[src/pkg/ips_setting_regs.vh]
// Purpose: Constants for the pump setting register bank
// Assumes: Holding register addresses are word addresses, one 16-bit word each
// Notes:   Each 32-bit setting spans the listed address (upper) and the next (lower)
`ifndef IPS_SETTING_REGS_VH
`define IPS_SETTING_REGS_VH

// ============================================================
// Holding register map
`define IPS_ADDR_W            20
`define IPS_NUM_PARAMS        30
`define IPS_BASE_ADDR         20'h61EBA
`define IPS_LAST_ADDR         20'h61EF5
`define IPS_OFF_RUN_STATE     20'h61EBA
`define IPS_OFF_ALARM_RESP    20'h61EBC
`define IPS_OFF_DOSING        20'h61EBE
`define IPS_OFF_ACTIVE_SEC    20'h61EC0
`define IPS_OFF_IDLE_SEC      20'h61EC2
`define IPS_OFF_ACTIVE_CYC    20'h61EC4
`define IPS_OFF_ACTIVE_LIMIT  20'h61EC6
`define IPS_OFF_ENERGY        20'h61EC8
`define IPS_OFF_MEASURE       20'h61ECA
`define IPS_OFF_PRESS_ZERO    20'h61ECC
`define IPS_OFF_PRESS_GAIN    20'h61ECE
`define IPS_OFF_PULSES        20'h61ED0
`define IPS_OFF_TARGET_FLOW   20'h61ED2
`define IPS_OFF_PRESS_UPPER   20'h61ED4
`define IPS_OFF_PRESS_LOWER   20'h61ED6
`define IPS_OFF_SAVE_VOLT     20'h61ED8
`define IPS_OFF_CUTOFF_VOLT   20'h61EDA
`define IPS_OFF_IN1_POL       20'h61EDC
`define IPS_OFF_IN2_POL       20'h61EDE
`define IPS_OFF_REMOTE_POL    20'h61EE0
`define IPS_OFF_AVG_WINDOW    20'h61EE2
`define IPS_OFF_RES_WARN      20'h61EE4
`define IPS_OFF_RES_STOP      20'h61EE6
`define IPS_OFF_CHECK_ON      20'h61EE8
`define IPS_OFF_CHECK_TOL     20'h61EEA
`define IPS_OFF_LOOP_MIN_FLOW 20'h61EEC
`define IPS_OFF_LOOP_MAX_FLOW 20'h61EEE
`define IPS_OFF_LOOP_SELECT   20'h61EF0
`define IPS_OFF_LOOP_LOW      20'h61EF2
`define IPS_OFF_LOOP_HIGH     20'h61EF4

// ============================================================
// Field limits and encodings
`define IPS_RUN_STANDBY       32'h00000000
`define IPS_RUN_RUN           32'h00000001
`define IPS_RUN_LOCK_ALARM    32'h00000002
`define IPS_RUN_LOCK_REMOTE   32'h00000003
`define IPS_DOSING_MAX        32'h00000002
`define IPS_ENERGY_MAX        32'h00000004
`define IPS_ENERGY_DEFAULT    32'h00000003
`define IPS_MEASURE_MAX       32'h00000001
`define IPS_PULSES_MIN        32'h00000001
`define IPS_PULSES_MAX        32'h0000270F
`define IPS_FLOW_MIN          32'h0000000A
`define IPS_FLOW_MAX          32'h0000EA60
`define IPS_POL_MAX           32'h00000002
`define IPS_AVG_MAX           32'h00000002
`define IPS_CHECK_MAX         32'h00000001
`define IPS_RES_MAX           32'h0000270F
`define IPS_LOOP_MIN          32'h00000190
`define IPS_LOOP_MAX          32'h000007D0
`define IPS_AVG_MIN_SHORT     4'h1
`define IPS_AVG_MIN_MEDIUM    4'h5
`define IPS_AVG_MIN_LONG      4'hA

`endif

[src/hw/ips_setting_bank.v]
// Purpose: Writable 32-bit setting bank of the injection pump, reached as holding registers
// Assumes: Request strobes and lockouts come on clk_i; the tank detect comes from a pin
// Notes:   Upper word is staged, the lower word write commits and coerces the whole value
`timescale 1ns/1ps
`include "ips_setting_regs.vh"

// Operation
// Run state takes only 0 standby or 1 run on write and reads 2 or 3 during lockouts.
// Out-of-range writes to mode, units, alarm triggers and interval store and return 0.
// Power save level holds 0 to 4 and an out-of-range write stores 3.
// Pulses per volume below 1 becomes 1 and above 9999 becomes 9999.
// Target flow is clamped to 10..60000 and applies in flow mode without loop input.
// Low loop current is clamped between 400 and the high setpoint minus one.
// High loop current is clamped between the low setpoint plus two and 2000.
// Both alarm input and remote-off polarity fields encode 0 off, 1 NC, 2 NO.
// Averaging window 0, 1, 2 selects 1, 5 or 10 minutes.
// Flow check enable keeps 0 or 1 and stores 0 for any other value.
// Reservoir levels hold 0..9999 and act only with the tank level module fitted; the bank stores larger values raw and outputs 0 for them.
// Each setting is two words, upper at the even address, and both must be written.
module ips_setting_bank (
  input  wire                    clk_i,
  input  wire                    nrst_i,
  input  wire                    hr_wr_i,
  input  wire                    hr_rd_i,
  input  wire [`IPS_ADDR_W-1:0]  hr_addr_i,
  input  wire [15:0]             hr_wdata_i,
  input  wire                    lockout_alarm_i,
  input  wire                    lockout_remote_i,
  input  wire                    tank_level_module_i,
  output reg  [15:0]             hr_rdata_o,
  output reg                     hr_ack_o,
  output reg                     hr_err_o,
  output reg                     run_cmd_o,
  output reg  [1:0]              dosing_method_o,
  output reg  [2:0]              energy_saving_o,
  output reg                     measure_metric_o,
  output reg  [13:0]             pulses_per_volume_o,
  output reg  [15:0]             target_flow_o,
  output reg                     target_flow_active_o,
  output reg  [1:0]              input_one_polarity_o,
  output reg  [1:0]              input_two_polarity_o,
  output reg  [1:0]              remote_stop_polarity_o,
  output reg  [3:0]              averaging_minutes_o,
  output reg  [13:0]             reservoir_warn_o,
  output reg  [13:0]             reservoir_stop_o,
  output reg                     dose_check_o,
  output reg                     loop_input_on_o,
  output reg  [10:0]             loop_low_current_o,
  output reg  [10:0]             loop_high_current_o
);

  // ============================================================
  // Reset synchroniser
  reg        rst_meta_reg;
  reg        rst_sync_reg;

  always @(posedge clk_i or negedge nrst_i) begin
    if (!nrst_i) begin
      rst_meta_reg <= 1'b0;
      rst_sync_reg <= 1'b0;
    end else begin
      rst_meta_reg <= 1'b1;
      rst_sync_reg <= rst_meta_reg;
    end
  end

  wire rst_n = rst_sync_reg;

  // ============================================================
  // Tank module detect, a strap pin from outside the clock domain
  reg        tank_meta_reg;
  reg        tank_sync_reg;

  always @(posedge clk_i or negedge rst_n) begin
    if (!rst_n) begin
      tank_meta_reg <= 1'b0;
      tank_sync_reg <= 1'b0;
    end else begin
      tank_meta_reg <= tank_level_module_i;
      tank_sync_reg <= tank_meta_reg;
    end
  end

  // ============================================================
  // Functions
  function addr_ok;
    input [`IPS_ADDR_W-1:0] a;
    begin
      addr_ok = (a >= `IPS_BASE_ADDR) && (a <= `IPS_LAST_ADDR);
    end
  endfunction

  function [4:0] addr_idx;
    input [`IPS_ADDR_W-1:0] a;
    reg   [`IPS_ADDR_W-1:0] d;
    begin
      d        = a - `IPS_BASE_ADDR;
      addr_idx = d[5:1];
    end
  endfunction

  function [`IPS_ADDR_W-1:0] idx_addr;
    input [4:0] i;
    begin
      idx_addr = `IPS_BASE_ADDR + {{(`IPS_ADDR_W-6){1'b0}}, i, 1'b0};
    end
  endfunction

  function [31:0] reset_val;
    input [4:0] i;
    begin
      case (idx_addr(i))
        `IPS_OFF_ENERGY:        reset_val = `IPS_ENERGY_DEFAULT;
        `IPS_OFF_PULSES:        reset_val = `IPS_PULSES_MIN;
        `IPS_OFF_TARGET_FLOW:   reset_val = `IPS_FLOW_MIN;
        `IPS_OFF_LOOP_MIN_FLOW: reset_val = `IPS_FLOW_MIN;
        `IPS_OFF_LOOP_MAX_FLOW: reset_val = `IPS_FLOW_MAX;
        `IPS_OFF_LOOP_LOW:      reset_val = `IPS_LOOP_MIN;
        `IPS_OFF_LOOP_HIGH:     reset_val = `IPS_LOOP_MAX;
        default:                reset_val = 32'h00000000;
      endcase
    end
  endfunction

  // Range handling applied when the lower word commits a value
  function [31:0] coerce;
    input [`IPS_ADDR_W-1:0] off;
    input [31:0]            v;
    input [31:0]            lo_cur;
    input [31:0]            hi_cur;
    reg   [31:0]            lim;
    begin
      coerce = v;
      case (off)
        `IPS_OFF_RUN_STATE:
          // Only standby or run is accepted; other values leave standby
          coerce = (v == `IPS_RUN_RUN) ? `IPS_RUN_RUN : `IPS_RUN_STANDBY;
        `IPS_OFF_DOSING:
          coerce = (v > `IPS_DOSING_MAX) ? 32'h00000000 : v;
        `IPS_OFF_MEASURE:
          coerce = (v > `IPS_MEASURE_MAX) ? 32'h00000000 : v;
        `IPS_OFF_ENERGY:
          coerce = (v > `IPS_ENERGY_MAX) ? `IPS_ENERGY_DEFAULT : v;
        `IPS_OFF_PULSES: begin
          if (v < `IPS_PULSES_MIN) coerce = `IPS_PULSES_MIN;
          else if (v > `IPS_PULSES_MAX) coerce = `IPS_PULSES_MAX;
        end
        `IPS_OFF_TARGET_FLOW: begin
          if (v < `IPS_FLOW_MIN) coerce = `IPS_FLOW_MIN;
          else if (v > `IPS_FLOW_MAX) coerce = `IPS_FLOW_MAX;
        end
        `IPS_OFF_IN1_POL, `IPS_OFF_IN2_POL:
          coerce = (v > `IPS_POL_MAX) ? 32'h00000000 : v;
        `IPS_OFF_AVG_WINDOW:
          coerce = (v > `IPS_AVG_MAX) ? 32'h00000000 : v;
        `IPS_OFF_CHECK_ON:
          coerce = (v > `IPS_CHECK_MAX) ? 32'h00000000 : v;
        `IPS_OFF_LOOP_LOW: begin
          lim = hi_cur - 32'h00000001;
          if (v < `IPS_LOOP_MIN) coerce = `IPS_LOOP_MIN;
          else if (v > lim) coerce = lim;
        end
        `IPS_OFF_LOOP_HIGH: begin
          // Gap of two keeps the strict low plus one ordering
          lim = lo_cur + 32'h00000002;
          if (lim > `IPS_LOOP_MAX) lim = `IPS_LOOP_MAX;
          if (v > `IPS_LOOP_MAX) coerce = `IPS_LOOP_MAX;
          else if (v < lim) coerce = lim;
        end
        default: coerce = v;
      endcase
    end
  endfunction

  function [3:0] avg_minutes;
    input [1:0] sel;
    begin
      case (sel)
        2'h1:    avg_minutes = `IPS_AVG_MIN_MEDIUM;
        2'h2:    avg_minutes = `IPS_AVG_MIN_LONG;
        default: avg_minutes = `IPS_AVG_MIN_SHORT;
      endcase
    end
  endfunction

  function [31:0] run_view;
    input [31:0] stored;
    input        alarm;
    input        remote;
    begin
      if (alarm) run_view = `IPS_RUN_LOCK_ALARM;
      else if (remote) run_view = `IPS_RUN_LOCK_REMOTE;
      else run_view = stored;
    end
  endfunction

  // ============================================================
  // Storage
  reg [31:0] bank_reg [0:`IPS_NUM_PARAMS-1];
  reg [15:0] stage_hi_reg;
  reg [4:0]  stage_idx_reg;
  reg        stage_vld_reg;
  reg [15:0] snap_lo_reg;
  reg [4:0]  snap_idx_reg;
  reg        snap_vld_reg;

  wire        req_ok    = addr_ok(hr_addr_i);
  wire [4:0]  req_idx   = addr_idx(hr_addr_i);
  wire        req_lower = hr_addr_i[0];
  wire [31:0] lo_cur    = bank_reg[addr_idx(`IPS_OFF_LOOP_LOW)];
  wire [31:0] hi_cur    = bank_reg[addr_idx(`IPS_OFF_LOOP_HIGH)];
  wire [31:0] wr_full   = {stage_hi_reg, hr_wdata_i};
  wire        commit    = hr_wr_i && req_ok && req_lower
                          && stage_vld_reg && (stage_idx_reg == req_idx);
  // Unmapped requests and orphan lower words are refused
  wire        bad_addr  = (hr_wr_i || hr_rd_i) && !req_ok;
  wire        orphan_lo = hr_wr_i && req_ok && req_lower && !commit;

  // Lockouts override the stored command on read
  reg  [31:0] view;
  always @* begin
    view = bank_reg[req_idx];
    if (req_idx == addr_idx(`IPS_OFF_RUN_STATE)) begin
      view = run_view(bank_reg[req_idx], lockout_alarm_i, lockout_remote_i);
    end
  end

  // ============================================================
  // Write path
  integer k;
  always @(posedge clk_i or negedge rst_n) begin
    if (!rst_n) begin
      // Legal codes, lowest except energy 3 and the upper flow and loop limits, so every output starts in range
      for (k = 0; k < `IPS_NUM_PARAMS; k = k + 1) begin
        bank_reg[k] <= reset_val(k[4:0]);
      end
      stage_hi_reg  <= 16'h0000;
      stage_idx_reg <= 5'h00;
      stage_vld_reg <= 1'b0;
    end else if (hr_wr_i && req_ok) begin
      // A new upper word replaces whatever was staged
      if (!req_lower) begin
        stage_hi_reg  <= hr_wdata_i;
        stage_idx_reg <= req_idx;
        stage_vld_reg <= 1'b1;
      end else begin
        // A lower word without its upper half is dropped
        stage_vld_reg <= 1'b0;
        if (commit) begin
          bank_reg[req_idx] <= coerce(hr_addr_i - 20'h00001, wr_full, lo_cur, hi_cur);
        end
      end
    end
  end

  // ============================================================
  // Read path and answer
  always @(posedge clk_i or negedge rst_n) begin
    if (!rst_n) begin
      hr_rdata_o   <= 16'h0000;
      hr_ack_o     <= 1'b0;
      hr_err_o     <= 1'b0;
      snap_lo_reg  <= 16'h0000;
      snap_idx_reg <= 5'h00;
      snap_vld_reg <= 1'b0;
    end else begin
      // Every strobe is answered; refused ones carry the error flag
      hr_ack_o <= hr_wr_i || hr_rd_i;
      hr_err_o <= bad_addr || orphan_lo;
      if (hr_rd_i && req_ok) begin
        if (!req_lower) begin
          // Snapshot keeps both halves of one read coherent
          hr_rdata_o   <= view[31:16];
          snap_lo_reg  <= view[15:0];
          snap_idx_reg <= req_idx;
          snap_vld_reg <= 1'b1;
        end else begin
          hr_rdata_o   <= (snap_vld_reg && snap_idx_reg == req_idx) ?
                          snap_lo_reg : view[15:0];
          snap_vld_reg <= 1'b0;
        end
      end else if (hr_rd_i) begin
        hr_rdata_o <= 16'h0000;
      end
    end
  end

  // ============================================================
  // Settings presented to the pump logic
  // Pump-side copies lag the bank by one edge
  wire [31:0] dosing_w  = bank_reg[addr_idx(`IPS_OFF_DOSING)];
  wire [31:0] select_w  = bank_reg[addr_idx(`IPS_OFF_LOOP_SELECT)];
  wire [31:0] avg_w     = bank_reg[addr_idx(`IPS_OFF_AVG_WINDOW)];
  wire [31:0] energy_w  = bank_reg[addr_idx(`IPS_OFF_ENERGY)];
  wire [31:0] pulses_w  = bank_reg[addr_idx(`IPS_OFF_PULSES)];
  wire [31:0] flow_w    = bank_reg[addr_idx(`IPS_OFF_TARGET_FLOW)];
  wire [31:0] warn_w    = bank_reg[addr_idx(`IPS_OFF_RES_WARN)];
  wire [31:0] stop_w    = bank_reg[addr_idx(`IPS_OFF_RES_STOP)];
  wire [31:0] in1_w     = bank_reg[addr_idx(`IPS_OFF_IN1_POL)];
  wire [31:0] in2_w     = bank_reg[addr_idx(`IPS_OFF_IN2_POL)];
  wire [31:0] rem_w     = bank_reg[addr_idx(`IPS_OFF_REMOTE_POL)];

  // ============================================================
  // Gating shared by fields of one kind
  wire [31:0] level_w     [0:1];
  wire [13:0] level_gated [0:1];
  wire [31:0] pol_w       [0:2];
  wire [1:0]  pol_code    [0:2];

  assign level_w[0] = warn_w;
  assign level_w[1] = stop_w;
  assign pol_w[0]   = in1_w;
  assign pol_w[1]   = in2_w;
  assign pol_w[2]   = rem_w;

  genvar g;
  generate
    for (g = 0; g < 2; g = g + 1) begin : g_level
      // Levels above the limit stay raw in the bank but never reach the pump
      assign level_gated[g] = (tank_sync_reg && level_w[g] <= `IPS_RES_MAX) ?
                              level_w[g][13:0] : 14'h0000;
    end

    for (g = 0; g < 3; g = g + 1) begin : g_pol
      // Remote polarity is kept raw, so codes above 2 leave it disabled
      assign pol_code[g] = (pol_w[g] > `IPS_POL_MAX) ? 2'h0 : pol_w[g][1:0];
    end
  endgenerate

  always @(posedge clk_i or negedge rst_n) begin
    if (!rst_n) begin
      run_cmd_o              <= 1'b0;
      dosing_method_o        <= 2'h0;
      energy_saving_o        <= 3'h3;
      measure_metric_o       <= 1'b0;
      pulses_per_volume_o    <= 14'h0001;
      target_flow_o          <= 16'h000A;
      target_flow_active_o   <= 1'b0;
      input_one_polarity_o   <= 2'h0;
      input_two_polarity_o   <= 2'h0;
      remote_stop_polarity_o <= 2'h0;
      averaging_minutes_o    <= `IPS_AVG_MIN_SHORT;
      reservoir_warn_o       <= 14'h0000;
      reservoir_stop_o       <= 14'h0000;
      dose_check_o           <= 1'b0;
      loop_input_on_o        <= 1'b0;
      loop_low_current_o     <= 11'h190;
      loop_high_current_o    <= 11'h7D0;
    end else begin
      run_cmd_o              <= (run_view(bank_reg[addr_idx(`IPS_OFF_RUN_STATE)],
                                lockout_alarm_i, lockout_remote_i) == `IPS_RUN_RUN);
      dosing_method_o        <= dosing_w[1:0];
      energy_saving_o        <= energy_w[2:0];
      measure_metric_o       <= bank_reg[addr_idx(`IPS_OFF_MEASURE)][0];
      pulses_per_volume_o    <= pulses_w[13:0];
      target_flow_o          <= flow_w[15:0];
      target_flow_active_o   <= (dosing_w == 32'h00000000)
                                && (select_w == 32'h00000000);
      input_one_polarity_o   <= pol_code[0];
      input_two_polarity_o   <= pol_code[1];
      remote_stop_polarity_o <= pol_code[2];
      averaging_minutes_o    <= avg_minutes(avg_w[1:0]);
      reservoir_warn_o       <= level_gated[0];
      reservoir_stop_o       <= level_gated[1];
      dose_check_o           <= bank_reg[addr_idx(`IPS_OFF_CHECK_ON)][0];
      loop_input_on_o        <= select_w[0];
      loop_low_current_o     <= lo_cur[10:0];
      loop_high_current_o    <= hi_cur[10:0];
    end
  end

endmodule // ips_setting_bank

[config.mk]
export PLATFORM = sky130hd
export DESIGN_NAME = ips_setting_bank
export DESIGN_NICKNAME = d
export VERILOG_FILES = /design/src/hw/ips_setting_bank.v
export VERILOG_INCLUDE_DIRS = /design/src /design/src/pkg
export SDC_FILE = /design/constraint.sdc
export NUM_CORES = 2
export LEC_CHECK = 0
export ABC_CLOCK_PERIOD_IN_PS = 42400
export BUFFER_PORTS_ARGS = -buffer_cell sky130_fd_sc_hd__buf_2
export CAP_MARGIN = 20
export CORE_MARGIN = 4
export CORE_UTILIZATION = 60
export CTS_CLUSTER_DIAMETER = 80
export CTS_CLUSTER_SIZE = 14
export DETAILED_ROUTE_END_ITERATION = 7
export GPL_TIMING_DRIVEN = 0
export PLACE_DENSITY_LB_ADDON = 0.12
export SYNTH_ARGS = -nofsm -noshare
export SYNTH_HDL_FRONTEND = slang
export SYNTH_SLANG_ARGS = --single-unit
[constraint.sdc]
create_clock -name clk_i -period 42.4 [get_ports clk_i]
set_input_delay 4.24 -clock clk_i [delete_from_list [all_inputs] [get_ports clk_i]]
set_output_delay 4.24 -clock clk_i [all_outputs]
set_load 0.03 [all_outputs]
==> flow_metrics.tcl <==
set metrics [dict create \
    outcome "finished, violations left" \
    failed_checks "DRC" \
    worstPathArrival_ns 11.43 \
    setup_viol 0 \
    yosysSeqAreaShare_pct 52.0 \
    vias 48900 \
    clock_sinks 1125 \
    crit_required_ns 42.99 \
    grt_overflow_total 0 \
    critical_path_class "in -> reg" \
    dpl.hpwl_um 190000 \
    p_per_area_mw_per_mm2 34.9 \
    synth_area_mm2 0.0543 \
    grt_max_degree 74 \
    place_area_mm2 0.0576 \
    fin_area_mm2 0.0605 \
    clock_skew_ns 0.0574 \
    worstReg2RegStart "lo_cur[2]$_DFFE_PN0P_" \
    postCtsHoldBufs 0 \
    leakage_uw 0.0267 \
    clock_latency_ns 0.73 \
    row_count 110 \
    drc 8 \
    hold_path.class "reg -> async" \
    die_area_mm2 0.0953 \
    yosys_warnings 0 \
    worstSetupEndpointType "flip-flop" \
    place.port_buffers 157 \
    post-route-util_pct 67.3 \
    cts_resized 0 \
    h-tree-depth 3 \
    cts-buffers-inserted 91 \
    path_max_fanout 13 \
    drv_slew 0 \
    viasPerCell 7.31 \
    max_freq_ghz 0.0923 \
    postCtsSetupRepairBufs 0 \
    start_util_pct 60.4 \
    rsz0062_at_grt "no" \
    post_drt_wl_per_cell_um 37.8 \
    synth.distinct_cells 96 \
    layout-drive-gt1-share_pct 17.0 \
    grt_use_total_pct 53.2 \
    syn_inst 5094 \
    met1_length_um 83200 \
    max_slew_margin_pct 11.4 \
    cts_tree "done" \
    start_kind "input pin" \
    reg2reg_depth 21 \
    hold_viol_final 0 \
    fillers 6989 \
    core_mm2 0.0899 \
    ctsRootBufferMaster "clkbuf_16" \
    syn_to_final_growth_pct 11.5 \
    ios 161 \
    grt_pass1_vias 46200 \
    totalWireLength_um 253000 \
    clkTransAtPathRegs_ns 0.07 \
    synthFlopType "dfrtp_1" \
    vdd_ir_drop_max_mv 0.0350 \
    cap_violations 0 \
    wl_met3_um 38800 \
    ant_nets 0 \
    nNetsFinal 5540 \
    ctsLongestPathBuffers 3 \
    drt-initial-drc-count 8220 \
    rr_endpoint "bank_reg[456]$_DFFE_PN0P_" \
    dieWidth_um 309 \
    die_h_um 309 \
    syn_avg_cell_area_um2 10.7 \
    place.gp.congestion 1.16 \
    antenna_found_initial 19 \
    synth_edf_count 0 \
    largest_reg_flops 544 \
    r2r_slack_ns 33.11 \
    grt_pass1_wl_um 352000 \
    wl_met2_um 103000 \
    period_share_pct 25.6 \
    whs_ns 0.335 \
    min_period_ns 10.84 \
    worst_pin_slew_ns 1.33 \
    top_layer "met5" \
    ys_async_sr_fraction_pct 100 \
    first_pass_iters 8 \
    ys_seq_elements 1125 \
]
power by group:
group	switching (uW)	internal, uW
Sequential	0.923	1070
Clock	426	414
Combinational	150	46.1
synthesized netlist by cell type, drive strengths merged, types with 26 or more instances:
| cell type | count | share of area (%) |
|---|---|---|
| or3 | 28 | 0.32 |
| ha | 70 | 1.6 |
| a22oi | 26 | 0.36 |
| mux4 | 228 | 9.5 |
| nand2 | 937 | 6.5 |
| dfrtp | 1087 | 50 |
| mux2 | 189 | 3.9 |
| nand2b | 30 | 0.48 |
| nor4 | 89 | 1.1 |
| buf | 86 | 0.78 |
| xnor2 | 37 | 0.60 |
| mux2i | 45 | 0.83 |
| nor2 | 262 | 1.8 |
| inv | 62 | 0.43 |
| o21ai | 739 | 6.8 |
| a31oi | 75 | 0.88 |
| clkbuf | 309 | 2.1 |
| and3 | 32 | 0.37 |
| o31ai | 29 | 0.40 |
| and2 | 43 | 0.50 |
| a21oi | 109 | 1.0 |
| o22ai | 69 | 0.80 |
| nand4 | 42 | 0.48 |
| dfstp | 38 | 1.8 |
| nand3 | 75 | 0.69 |
| nor3 | 61 | 0.58 |
layer usage:
metal / track usage, % / up-vias
met1: 63.3 / 24300
met5: 0 / -
met4: 43.2 / 12
met3: 24.8 / 1281
met2: 74.3 / 4243
li1: - / 19000
critical path: stages:
cell      delay [ns]
buf_2           0.13
clkbuf_1        0.39
inv_1           0.22
ha_1            0.32
clkbuf_1        0.86
clkbuf_1        0.40
buf_8           0.27
buf_1           0.98
clkbuf_2        0.94
clkbuf_2        0.84
nand2_1         0.38
o21ai_0         0.40
nor3_1          0.09
a31oi_1         0.47
a211oi_1        0.16
o32ai_1         0.28
stage by stage:
step	total power [uW]	setup WS, ns	instances	setup TNS [ns]
2_1_floorplan	1180	8.79	5115	0
3_3_place_gp	1260	-4.09	6448	-4169.94
3_5_place_dp	1270	31.41	6498	0
4_1_cts	2080	32.09	6659	0
5_1_grt	2130	31.81	6671	0
6_report	2110	31.56	6686	0
logic make-up (layout without fill, tap and decap cells):
kind of cell / after synthesis / after routing / share of synthesized area [%]
flip-flops: 1125 / 1125 / 52.0
AO/OA/AOI/OAI: 1248 / 1248 / 14.0
buffers and inverters: 457 / 837 / 3.34
other: 1 / 37 / 0.00691
adder cells (fa/ha/maj): 70 / 70 / 1.61
multiplexers: 462 / 462 / 14.2
XOR/XNOR: 63 / 63 / 1.07
AND/OR/NAND/NOR: 1668 / 1668 / 13.8
worst max-delay path by stage:
stage                                from                          endpoint  cells after the start
final                        hr_addr_i[2]         hr_rdata_o[0]$_DFFE_PN0P_                     16
after global routing         hr_addr_i[2]         hr_rdata_o[0]$_DFFE_PN0P_                     16
after CTS                    hr_addr_i[2]         hr_rdata_o[0]$_DFFE_PN0P_                     16
after detailed placement     hr_addr_i[2]         hr_rdata_o[0]$_DFFE_PN0P_                     16
after global placement    rst_n$_DFF_PN0_            lo_cur[22]$_DFFE_PN0P_                      0
after floorplan           rst_n$_DFF_PN0_  averaging_minutes_o[1]$_DFF_PN0_                      0
layout by cell type, fill, tap and decap left out, types with 75 or more instances in the layout:
| master | synthesis | routed |
|---|---|---|
| nand3_1 | 75 | 75 |
| dfrtp_1 | 1087 | 1086 |
| nor4_1 | 85 | 85 |
| nor2_1 | 262 | 262 |
| clkbuf_16 | 0 | 93 |
| buf_2 | 55 | 227 |
| clkbuf_1 | 308 | 359 |
| mux4_2 | 228 | 228 |
| o21ai_0 | 691 | 691 |
| mux2_2 | 189 | 189 |
| a21oi_1 | 109 | 109 |
| nand2_1 | 937 | 937 |
layout make-up:
type,instances,area (um^2),share of cell area [%]
Clock buffer,153,2550,4.22
Antenna cell,15,37.5,0.0620
Tap cell,1176,1470,2.43
Multi-Input combinational cell,3533,24400,40.4
Timing Repair Buffer,219,1850,3.06
Clock inverter,8,129,0.213
Inverter,62,233,0.385
Sequential cell,1125,28200,46.6
Buffer,395,1610,2.65
(Power assumes the default switching activity.)
